[config.mk]
export PLATFORM = sky130hd
export DESIGN_NAME = slc_top
export DESIGN_NICKNAME = d
export VERILOG_FILES = /design/src/verilog/slc_sync.v /design/src/verilog/slc_top.v
export VERILOG_INCLUDE_DIRS = /design/src /design/src/verilog
export SDC_FILE = /design/constraint.sdc
export NUM_CORES = 1
export LEC_CHECK = 0
export BUFFER_PORTS_ARGS = -buffer_cell sky130_fd_sc_hd__buf_2
export CAP_MARGIN = 15
export CORE_MARGIN = 1.5
export CORE_UTILIZATION = 45
export CTS_BUF_LIST = sky130_fd_sc_hd__clkbuf_16
export DETAILED_ROUTE_END_ITERATION = 8
export GPL_TIMING_DRIVEN = 0
export PLACE_DENSITY = 0.87
export RECOVER_POWER = 25
export REMOVE_ABC_BUFFERS = 1
export SLEW_MARGIN = 10
export SYNTH_ARGS = -nofsm -noshare
export SYNTH_HDL_FRONTEND = slang
export SYNTH_SLANG_ARGS = --single-unit
[constraint.sdc]
create_clock -name CLK -period 1.7 [get_ports CLK]
set_input_delay 0.085 -clock CLK [delete_from_list [all_inputs] [get_ports CLK]]
set_output_delay 0.085 -clock CLK [all_outputs]
set_load 0.005 [all_outputs]
[src/verilog/slc_regs.vh]
/*
 * Constants of the strap capture block: register byte offsets, field
 * positions, tie-off values and reset values.
 * Assumes it is included by its bare name from the design files.
 */
`ifndef SLC_REGS_VH
`define SLC_REGS_VH

// register byte offsets, one aligned word each
`define SLC_ADDR_W        8
`define SLC_OFF_RESET     8'h00
`define SLC_OFF_EECMD     8'h04
`define SLC_OFF_LEDCFG    8'h08
`define SLC_OFF_PHYCTL    8'h0C
`define SLC_OFF_ADVERT    8'h10
`define SLC_OFF_SPMODE    8'h14
`define SLC_OFF_XOVER     8'h18
`define SLC_OFF_LATCHED   8'h1C
`define SLC_OFF_HARD      8'h20

// reset control and eeprom command fields
`define SLC_RST_DIGITAL   0
`define SLC_CMD_RELOAD    0
`define SLC_CMD_BUSY      1
`define SLC_CMD_OVR       2

// led config fields
`define SLC_LED_SEL_LSB   0
`define SLC_LED_FUNCTION_BITS_LSB   8

// phy control fields
`define SLC_AUTONEG_ENABLE_BIT        0
`define SLC_PHY_SPD       1
`define SLC_PHY_DUP       2

// advertisement fields
`define SLC_ADV_10HD      5
`define SLC_ADV_10FD      6

// crossover fields
`define SLC_XO_OVR        0
`define SLC_XO_AUTO       1
`define SLC_XO_MAN        2

// soft strap vector layout
`define SLC_SV_W          14
`define SLC_SV_LED_SEL    0
`define SLC_SV_LED_FUNCTION_BITS    8
`define SLC_SV_XAUTO      10
`define SLC_SV_XMAN       11
`define SLC_SV_AN         12
`define SLC_SV_SPD        13

// defaults vector layout
`define SLC_DF_W          18
`define SLC_DF_LED_SEL    0
`define SLC_DF_LED_FUNCTION_BITS    8
`define SLC_DF_AN         10
`define SLC_DF_SPD        11
`define SLC_DF_DUP        12
`define SLC_DF_ADV5       13
`define SLC_DF_ADV6       14
`define SLC_DF_MODE       15

// tie-offs for straps without a pin, and the mode code used under autoneg
`define SLC_TIE_XMAN      1'b0
`define SLC_TIE_DUPLEX    1'b1
`define SLC_MODE_AN       3'h7

// storage value while chip reset is held
`define SLC_SV_RESET      14'h0000

`endif

[src/verilog/slc_sync.v]
/*
 * Two flip-flop synchroniser for a bundle of strap pin levels.
 * Assumes the inputs are quasi-static pins from outside the clock domain.
 */
`timescale 1ns/1ps

module slc_sync #(
	parameter W = 1
) (
	input  wire         CLK,
	input  wire [W-1:0] D,
	output wire [W-1:0] Q
);

	reg [W-1:0] meta_q;
	reg [W-1:0] sync_q;

	// no reset: pins keep being sampled while chip reset is held
	always @(posedge CLK)
	begin
		meta_q <= D;
		sync_q <= meta_q;
	end

	assign Q = sync_q;

endmodule

[src/verilog/slc_top.v]
/*
 * Strap capture and soft strap override block: latches strap pins at
 * release of chip reset, keeps them in private storage, lays loader
 * values over them and presents the resulting configuration registers.
 * Assumes RST_N is the combined power-on and pin reset, already
 * synchronous to CLK, and a loader on the same clock.
 */
`timescale 1ns/1ps
`include "slc_regs.vh"

module slc_top #(
	parameter HARD_W = 4
) (
	input  wire                   CLK,
	input  wire                   RST_N,
	input  wire                   STRAP_LED_SELECT_BITS,
	input  wire [1:0]             STRAP_LED_FUNCTION_BITS,
	input  wire                   STRAP_AUTO_XOVER,
	input  wire                   STRAP_AUTONEG,
	input  wire                   STRAP_SPEED,
	input  wire [HARD_W-1:0]      STRAP_HARD,
	input  wire [`SLC_ADDR_W-1:0] ADDR,
	input  wire [31:0]            WDATA,
	input  wire                   WR,
	input  wire                   RD,
	output reg  [31:0]            RDATA,
	output reg                    LDR_START,
	input  wire                   LDR_DONE,
	input  wire                   LDR_OK,
	input  wire [`SLC_SV_W-1:0]   LDR_DATA,
	output reg                    DIGITAL_RESET,
	output wire [HARD_W-1:0]      HARD_CFG,
	output wire [7:0]             LED_SELECT,
	output wire [1:0]             LED_FUNCTION,
	output wire                   P1_AUTONEG,
	output wire                   P1_SPEED_LOW,
	output wire                   P1_DUPLEX,
	output wire                   P1_ADV_10FD,
	output wire                   P1_ADV_10HD,
	output wire [2:0]             P1_MODE,
	output reg                    P1_XOVER_AUTO,
	output reg                    P1_XOVER_CROSS
);

	wire [5+HARD_W:0]    pins_sync;
	reg                  up_q;
	reg  [`SLC_SV_W-1:0] latched_q;
	reg  [HARD_W-1:0]    hard_q;
	reg  [`SLC_SV_W-1:0] ovr_q;
	reg                  ovr_valid_q;
	reg                  busy_q;
	reg  [`SLC_SV_W-1:0] pin_sv;
	reg  [`SLC_SV_W-1:0] eff_sv;
	reg  [`SLC_DF_W-1:0] eff_df;
	reg  [`SLC_DF_W-1:0] cfg_q;
	reg  [`SLC_DF_W-1:0] cfg_d;
	reg  [2:0]           xo_q;
	reg  [2:0]           xo_d;
	wire                 capture;
	wire                 dig_req;
	wire                 reload_req;
	wire                 ldr_fin;
	wire                 reload_cfg;

	// bring all strap pins into the clock domain
	slc_sync #(
		.W (6 + HARD_W)
	) u_sync (
		.CLK (CLK),
		.D   ({STRAP_HARD, STRAP_SPEED, STRAP_AUTONEG, STRAP_AUTO_XOVER,
		       STRAP_LED_FUNCTION_BITS, STRAP_LED_SELECT_BITS}),
		.Q   (pins_sync)
	);

	// derived register defaults from a soft strap vector
	function [`SLC_DF_W-1:0] slc_defaults;
		input [`SLC_SV_W-1:0] sv;
		reg                   an;
		reg                   spd;
		reg                   dup;
		begin
			an  = sv[`SLC_SV_AN];
			spd = sv[`SLC_SV_SPD];
			dup = an ? 1'b1 : `SLC_TIE_DUPLEX;
			slc_defaults = {`SLC_DF_W{1'b0}};
			slc_defaults[`SLC_DF_LED_SEL+:8] = sv[`SLC_SV_LED_SEL+:8];
			slc_defaults[`SLC_DF_LED_FUNCTION_BITS+:2] = sv[`SLC_SV_LED_FUNCTION_BITS+:2];
			slc_defaults[`SLC_DF_AN]  = an;
			slc_defaults[`SLC_DF_SPD] = an ? 1'b1 : spd;
			slc_defaults[`SLC_DF_DUP] = dup;
			slc_defaults[`SLC_DF_ADV6] = an | (~spd & dup);
			slc_defaults[`SLC_DF_ADV5] = an | (~spd & ~dup);
			slc_defaults[`SLC_DF_MODE+:3] =
				an ? `SLC_MODE_AN : {1'b0, spd, dup};
		end
	endfunction

	// soft strap vector as seen on the pins, tie-offs filled in
	always @*
	begin
		pin_sv = {`SLC_SV_W{1'b0}};
		pin_sv[`SLC_SV_LED_SEL+:8] = {8{pins_sync[0]}};
		pin_sv[`SLC_SV_LED_FUNCTION_BITS+:2] = pins_sync[2:1];
		pin_sv[`SLC_SV_XAUTO]      = pins_sync[3];
		pin_sv[`SLC_SV_XMAN]       = `SLC_TIE_XMAN;
		pin_sv[`SLC_SV_AN]         = pins_sync[4];
		pin_sv[`SLC_SV_SPD]        = pins_sync[5];
	end

	// first cycle after chip reset release is the capture cycle
	assign capture = RST_N & ~up_q;

	always @(posedge CLK)
	begin
		if (!RST_N)
			up_q <= 1'b0;
		else
			up_q <= 1'b1;
	end

	// private strap storage, written only at chip reset release
	always @(posedge CLK)
	begin
		if (!RST_N)
		begin
			latched_q <= `SLC_SV_RESET;
			hard_q    <= {HARD_W{1'b0}};
		end
		else if (capture)
		begin
			latched_q <= pin_sv;
			hard_q    <= pins_sync[5+HARD_W:6];
		end
	end

	// hard straps pass straight out, the loader never touches them
	assign HARD_CFG = hard_q;

	// register strobes decoded
	assign dig_req    = WR & (ADDR == `SLC_OFF_RESET) &
	                    WDATA[`SLC_RST_DIGITAL];
	assign reload_req = WR & (ADDR == `SLC_OFF_EECMD) &
	                    WDATA[`SLC_CMD_RELOAD];
	assign ldr_fin    = LDR_DONE & busy_q;

	// loader start and busy tracking; a new start beats a finish
	always @(posedge CLK)
	begin
		if (!RST_N)
		begin
			LDR_START     <= 1'b0;
			DIGITAL_RESET <= 1'b0;
			busy_q        <= 1'b0;
		end
		else
		begin
			LDR_START     <= capture | dig_req | reload_req;
			DIGITAL_RESET <= dig_req;
			if (capture | dig_req | reload_req)
				busy_q <= 1'b1;
			else if (ldr_fin)
				busy_q <= 1'b0;
		end
	end

	// override layer above the latched storage
	always @(posedge CLK)
	begin
		if (!RST_N)
		begin
			ovr_q       <= `SLC_SV_RESET;
			ovr_valid_q <= 1'b0;
		end
		else if (ldr_fin)
		begin
			if (LDR_OK)
			begin
				ovr_q       <= LDR_DATA;
				ovr_valid_q <= 1'b1;
			end
			else
				ovr_valid_q <= 1'b0;
		end
	end

	// effective soft straps; pins never resampled here
	always @*
	begin
		if (capture)
			eff_sv = pin_sv;
		else if (ldr_fin)
			eff_sv = LDR_OK ? LDR_DATA : latched_q;
		else if (ovr_valid_q)
			eff_sv = ovr_q;
		else
			eff_sv = latched_q;
		eff_df = slc_defaults(eff_sv);
	end

	// registers take their defaults at capture, digital reset, load end
	assign reload_cfg = capture | dig_req | ldr_fin;

	// next value of the configuration registers
	always @*
	begin
		cfg_d = cfg_q;
		xo_d  = xo_q;
		if (reload_cfg)
		begin
			cfg_d = eff_df;
			xo_d  = {eff_sv[`SLC_SV_XMAN], eff_sv[`SLC_SV_XAUTO], 1'b0};
		end
		else if (WR)
		begin
			case (ADDR)
			`SLC_OFF_LEDCFG:
			begin
				cfg_d[`SLC_DF_LED_SEL+:8] = WDATA[`SLC_LED_SEL_LSB+:8];
				cfg_d[`SLC_DF_LED_FUNCTION_BITS+:2] = WDATA[`SLC_LED_FUNCTION_BITS_LSB+:2];
			end
			`SLC_OFF_PHYCTL:
			begin
				cfg_d[`SLC_DF_AN]  = WDATA[`SLC_AUTONEG_ENABLE_BIT];
				cfg_d[`SLC_DF_SPD] = WDATA[`SLC_PHY_SPD];
				cfg_d[`SLC_DF_DUP] = WDATA[`SLC_PHY_DUP];
			end
			`SLC_OFF_ADVERT:
			begin
				cfg_d[`SLC_DF_ADV6] = WDATA[`SLC_ADV_10FD];
				cfg_d[`SLC_DF_ADV5] = WDATA[`SLC_ADV_10HD];
			end
			`SLC_OFF_SPMODE:
				cfg_d[`SLC_DF_MODE+:3] = WDATA[2:0];
			`SLC_OFF_XOVER:
				xo_d = WDATA[2:0];
			default:
				cfg_d = cfg_q;
			endcase
		end
	end

	// configuration registers
	always @(posedge CLK)
	begin
		if (!RST_N)
		begin
			cfg_q <= {`SLC_DF_W{1'b0}};
			xo_q  <= 3'h0;
		end
		else
		begin
			cfg_q <= cfg_d;
			xo_q  <= xo_d;
		end
	end

	assign LED_SELECT   = cfg_q[`SLC_DF_LED_SEL+:8];
	assign LED_FUNCTION = cfg_q[`SLC_DF_LED_FUNCTION_BITS+:2];
	assign P1_AUTONEG   = cfg_q[`SLC_DF_AN];
	assign P1_SPEED_LOW = cfg_q[`SLC_DF_SPD];
	assign P1_DUPLEX    = cfg_q[`SLC_DF_DUP];
	assign P1_ADV_10FD  = cfg_q[`SLC_DF_ADV6];
	assign P1_ADV_10HD  = cfg_q[`SLC_DF_ADV5];
	assign P1_MODE      = cfg_q[`SLC_DF_MODE+:3];

	// crossover mode: straps unless software override is set
	always @(posedge CLK)
	begin
		if (!RST_N)
		begin
			P1_XOVER_AUTO  <= 1'b0;
			P1_XOVER_CROSS <= 1'b0;
		end
		else if (xo_q[`SLC_XO_OVR])
		begin
			P1_XOVER_AUTO  <= xo_q[`SLC_XO_AUTO];
			P1_XOVER_CROSS <= xo_q[`SLC_XO_MAN];
		end
		else
		begin
			P1_XOVER_AUTO  <= eff_sv[`SLC_SV_XAUTO];
			P1_XOVER_CROSS <= ~eff_sv[`SLC_SV_XAUTO] &
			                  eff_sv[`SLC_SV_XMAN];
		end
	end

	// read data, valid in the cycle after the read strobe
	always @(posedge CLK)
	begin
		if (!RST_N)
			RDATA <= 32'h0000_0000;
		else if (RD)
		begin
			RDATA <= 32'h0000_0000;
			case (ADDR)
			`SLC_OFF_EECMD:
			begin
				RDATA[`SLC_CMD_BUSY] <= busy_q;
				RDATA[`SLC_CMD_OVR]  <= ovr_valid_q;
			end
			`SLC_OFF_LEDCFG:
			begin
				RDATA[`SLC_LED_SEL_LSB+:8] <= cfg_q[`SLC_DF_LED_SEL+:8];
				RDATA[`SLC_LED_FUNCTION_BITS_LSB+:2] <= cfg_q[`SLC_DF_LED_FUNCTION_BITS+:2];
			end
			`SLC_OFF_PHYCTL:
			begin
				RDATA[`SLC_AUTONEG_ENABLE_BIT]  <= cfg_q[`SLC_DF_AN];
				RDATA[`SLC_PHY_SPD] <= cfg_q[`SLC_DF_SPD];
				RDATA[`SLC_PHY_DUP] <= cfg_q[`SLC_DF_DUP];
			end
			`SLC_OFF_ADVERT:
			begin
				RDATA[`SLC_ADV_10FD] <= cfg_q[`SLC_DF_ADV6];
				RDATA[`SLC_ADV_10HD] <= cfg_q[`SLC_DF_ADV5];
			end
			`SLC_OFF_SPMODE:
				RDATA[2:0] <= cfg_q[`SLC_DF_MODE+:3];
			`SLC_OFF_XOVER:
				RDATA[2:0] <= xo_q;
			`SLC_OFF_LATCHED:
				RDATA[`SLC_SV_W-1:0] <= latched_q;
			`SLC_OFF_HARD:
				RDATA[HARD_W-1:0] <= hard_q;
			default:
				RDATA <= 32'h0000_0000;
			endcase
		end
		else
			RDATA <= 32'h0000_0000;
	end

endmodule

==> flow_summary.ini <==
[clock_network]
clk_pin_slew_ps = 60
cts_tree = done
cts_sinks = 85
root_buffer = clkbuf_16
clkLatencyLatePin_ps = 340
clockBufferDepth = 2
numCtsBuffers = 9
htree_levels = 3

[run_status]
status = completed

[cells_and_area]
syn_to_final_growth_pct = 30.3
final_nets = 578
fin_area_um2 = 4680
drive_above_1_share_pct = 30.4
antennaDiodeCount = 0
finish.utilization_pct = 60.5
fill_cells = 623

[setup_path]
r2r-end = cfg_q[13]$_SDFFE_PN0P_
cp_data_required_time_ps = 1940
reg2reg_slack_ps = 50
worst-r2r-cell-count = 5
cp-end-kind = flip-flop
worstPathArrival_ps = 1880
crit_slowest_cell = dfxtp_2
reg2reg_from = ovr_valid_q$_SDFFE_PN0N_
crit_fanout = 6
cp-start-kind = flip-flop
slowest_delay_ps = 410
path_class = flip-flop to flip-flop
crit_chain = a21boi_4 -> nand2_1 -> a41oi_4 -> mux2i_1 -> a221oi_1

[synth]
synthTopCellsByArea = dfxtp_1 47%, nand2_1 6.6%, a21oi_1 6.6%, mux2i_1 6.1%, buf_4 4.0%
yosysUniqueCellTypes = 57
synthFlopType = dfxtp_1
syn_area_um2 = 3590
syn_avg_cell_area_um2 = 8.89
synth_edf_count = 0
netlist_instances = 404
ys_seq_area_share_pct = 47.4
synthArstFlopShare_pct = 0
synth_area_leader_cell = dfxtp_1
synth_top_area_share_pct = 47.4
ys_ff_latch = 85
yosysWarnings = 0

[sta]
rsz0062_at_grt = yes
worst_clock_skew_ps = 4.93
fin_crit_sh_pct = 97.0
worst_slack_ps = 51.3
fmax_mhz = 607
maxSlewViolCount = 0
max_slew_margin_pct = 34.8
finalSetupViolCount = 0
worstMarginPinSlew_ps = 964
min_period_ps = 1650
final-hold-violation-count = 0

[die]
initial_core_util_pct = 46.5
ios = 128
fp.dieH_um = 92.3
coreArea_um2 = 7730
die_area_um2 = 8520
die_w_um = 92.3
num_rows = 32

[detailed_routing]
vias = 3471
viasPerCell = 5.64
drc = 0
first_pass_iters = 5
drtAntennaViolNets = 0
wl_mm = 10.4
drt_iter0_markers = 253
wire_per_inst_um = 16.9

[pwr]
sw_frac_of_total_pct = 25.8
internal-power_mw = 3.49
leakage_nw = 2.00
power.density_nw_per_um2 = 1010
pwr-share-seq_pct = 46.1
switching_power_mw = 1.22
pwr-share-clk_pct = 41.9
finalPower_mw = 4.71
peakVddDrop_mv = 0.427
comb_power_share_pct = 12.0

[placed_design]
port_buffers = 86
hpwl_mm = 6.96
place_area_um2 = 3990
dp_slack_ps = -1320
gp_congestion = 0.931

[global_routing]
antenna_found_initial = 0
grt_pass1_vias = 3231
grt_pass1_wl_mm = 16.0
overflow = 0
grt_max_degree = 25
track_usage_pct = 24.1

[flow_run]
drv_cap = 0

[min_path]
hold_class = primary input to flip-flop
hold_path_depth = 3
hold_end = ovr_q[9]$_SDFFE_PN0P_
holdCritStartpoint = LDR_DATA[9]
==> per-stage QoR <==
stage,cells,TNS (ps),hold slack (ps)
4_1_cts,608,0,3.47
2_1_floorplan,380,-7720,113
3_3_place_gp,568,-23340,188
3_5_place_dp,569,-25260,189
5_1_grt,615,-66.0,30.2
6_report,615,0,21.7
==> worst max-delay path by stage <==
| stage | endpoint | from | cells past startpoint | slack, ps |
|---|---|---|---|---|
| 6_report | cfg_q[13]$_SDFFE_PN0P_ | ovr_valid_q$_SDFFE_PN0N_ | 5 | 50 |
| 5_1_grt | xo_q[1]$_SDFFE_PN0P_ | busy_q$_SDFFE_PN0P_ | 5 | -30 |
| 4_1_cts | cfg_q[5]$_SDFFE_PN0P_ | up_q$_DFF_P_ | 5 | 3 |
| 3_5_place_dp | cfg_q[13]$_SDFFE_PN0P_ | up_q$_DFF_P_ | 5 | -1320 |
| 3_3_place_gp | cfg_q[17]$_SDFFE_PN0P_ | up_q$_DFF_P_ | 5 | -1180 |
| 2_1_floorplan | cfg_q[13]$_SDFFE_PN0P_ | up_q$_DFF_P_ | 5 | -530 |
==> cells in the final DEF (no fill, tap or decap), types with 6 or more instances in the layout <==
cell type | synthesis | layout
buf_2 | 7 | 86
a22oi_1 | 7 | 7
o21ai_0 | 14 | 13
clkbuf_16 | 0 | 9
buf_4 | 19 | 17
dlygate4sd3_1 | 0 | 12
mux2i_1 | 22 | 22
a31o_2 | 6 | 6
dfxtp_1 | 85 | 82
conb_1 | 1 | 19
nand3_1 | 13 | 12
nor2_1 | 34 | 34
nand2_1 | 63 | 62
a21oi_1 | 47 | 46
==> power by group through the flow <==
| stage | Combinational [mW] | Clock (mW) | Sequential [mW] |
|---|---|---|---|
| floorplan | 0.241 | 0 | 2.19 |
| global placement | 0.425 | 0 | 2.21 |
| detailed placement | 0.448 | 0 | 2.21 |
| CTS | 0.520 | 1.98 | 2.17 |
| global route | 0.611 | 2.09 | 2.18 |
| finish | 0.566 | 1.97 | 2.17 |
==> what timing repair did <==
item,CTS,global route
pin swaps,3,3
endpoints found under the setup margin,23,20
hold buffers,12,0
gates cloned,1,0
setup buffers,10,7
hold endpoints to repair,12,0
resized for setup,22,7
==> area by class of cell <==
type                    instances  area (um2)  share of cell area (%)
multi-input cells             294        1830                    39.1
clock buffers                   9         225                    4.81
repair buffers                116         706                    15.1
well taps                     102         128                    2.73
clock inverters                 7        72.6                    1.55
inverters                       2        7.51                   0.160
flip-flops and latches         85        1710                    36.6
==> state kept, by name, indices dropped and copies added (netlist names) <==
name / cells
u_sync.Q: 10
RDATA: 13
busy_q: 1
LDR_START: 1
P1_XOVER_AUTO: 1
up_q: 1
xo_q: 3
latched_q: 6
cfg_q: 18
HARD_CFG: 4
ovr_valid_q: 1
u_sync.meta_q: 10
P1_XOVER_CROSS: 1
ovr_q: 14
DIGITAL_RESET: 1
==> worst max-delay path, delay by kind of cell (launching register included) <==
kind | cells | cell delay (ps)
AO/OA/AOI/OAI | 3 | 880
flip-flops | 1 | 410
multiplexers | 1 | 130
AND/OR/NAND/NOR | 1 | 110
==> Yosys cell counts, drive strengths merged, types with 3 or more instances <==
| cell | instances |
|---|---|
| dfxtp | 85 |
| a221oi | 3 |
| nor2 | 35 |
| a21oi | 47 |
| and3 | 5 |
| nand2 | 63 |
| nand3 | 13 |
| a22oi | 7 |
| o21ai | 14 |
| mux2 | 3 |
| nor3 | 5 |
| buf | 29 |
| clkbuf | 13 |
| a31o | 6 |
| nor4 | 3 |
| mux2i | 22 |
| nand3b | 5 |
| a41oi | 3 |
==> cells by family after synthesis <==
logic type / Yosys count / synth area share, %
simple gates: 146 / 19.2
other cells: 1 / 0.104
mux: 25 / 7.08
flops: 85 / 47.4
buf+inv: 44 / 7.32
compound gates: 102 / 18.6
xor+xnor: 1 / 0.244
==> layer usage <==
metal	share of wire, %	GRT usage (%)	vias to the layer above
li1	-	-	1613
met1	40	29.4	1644
met2	49	39.3	186
met3	8.4	6.49	28
met4	2.6	11.4	0
met5	0	0	-
Note: power is estimated with default switching activity, not from simulation.
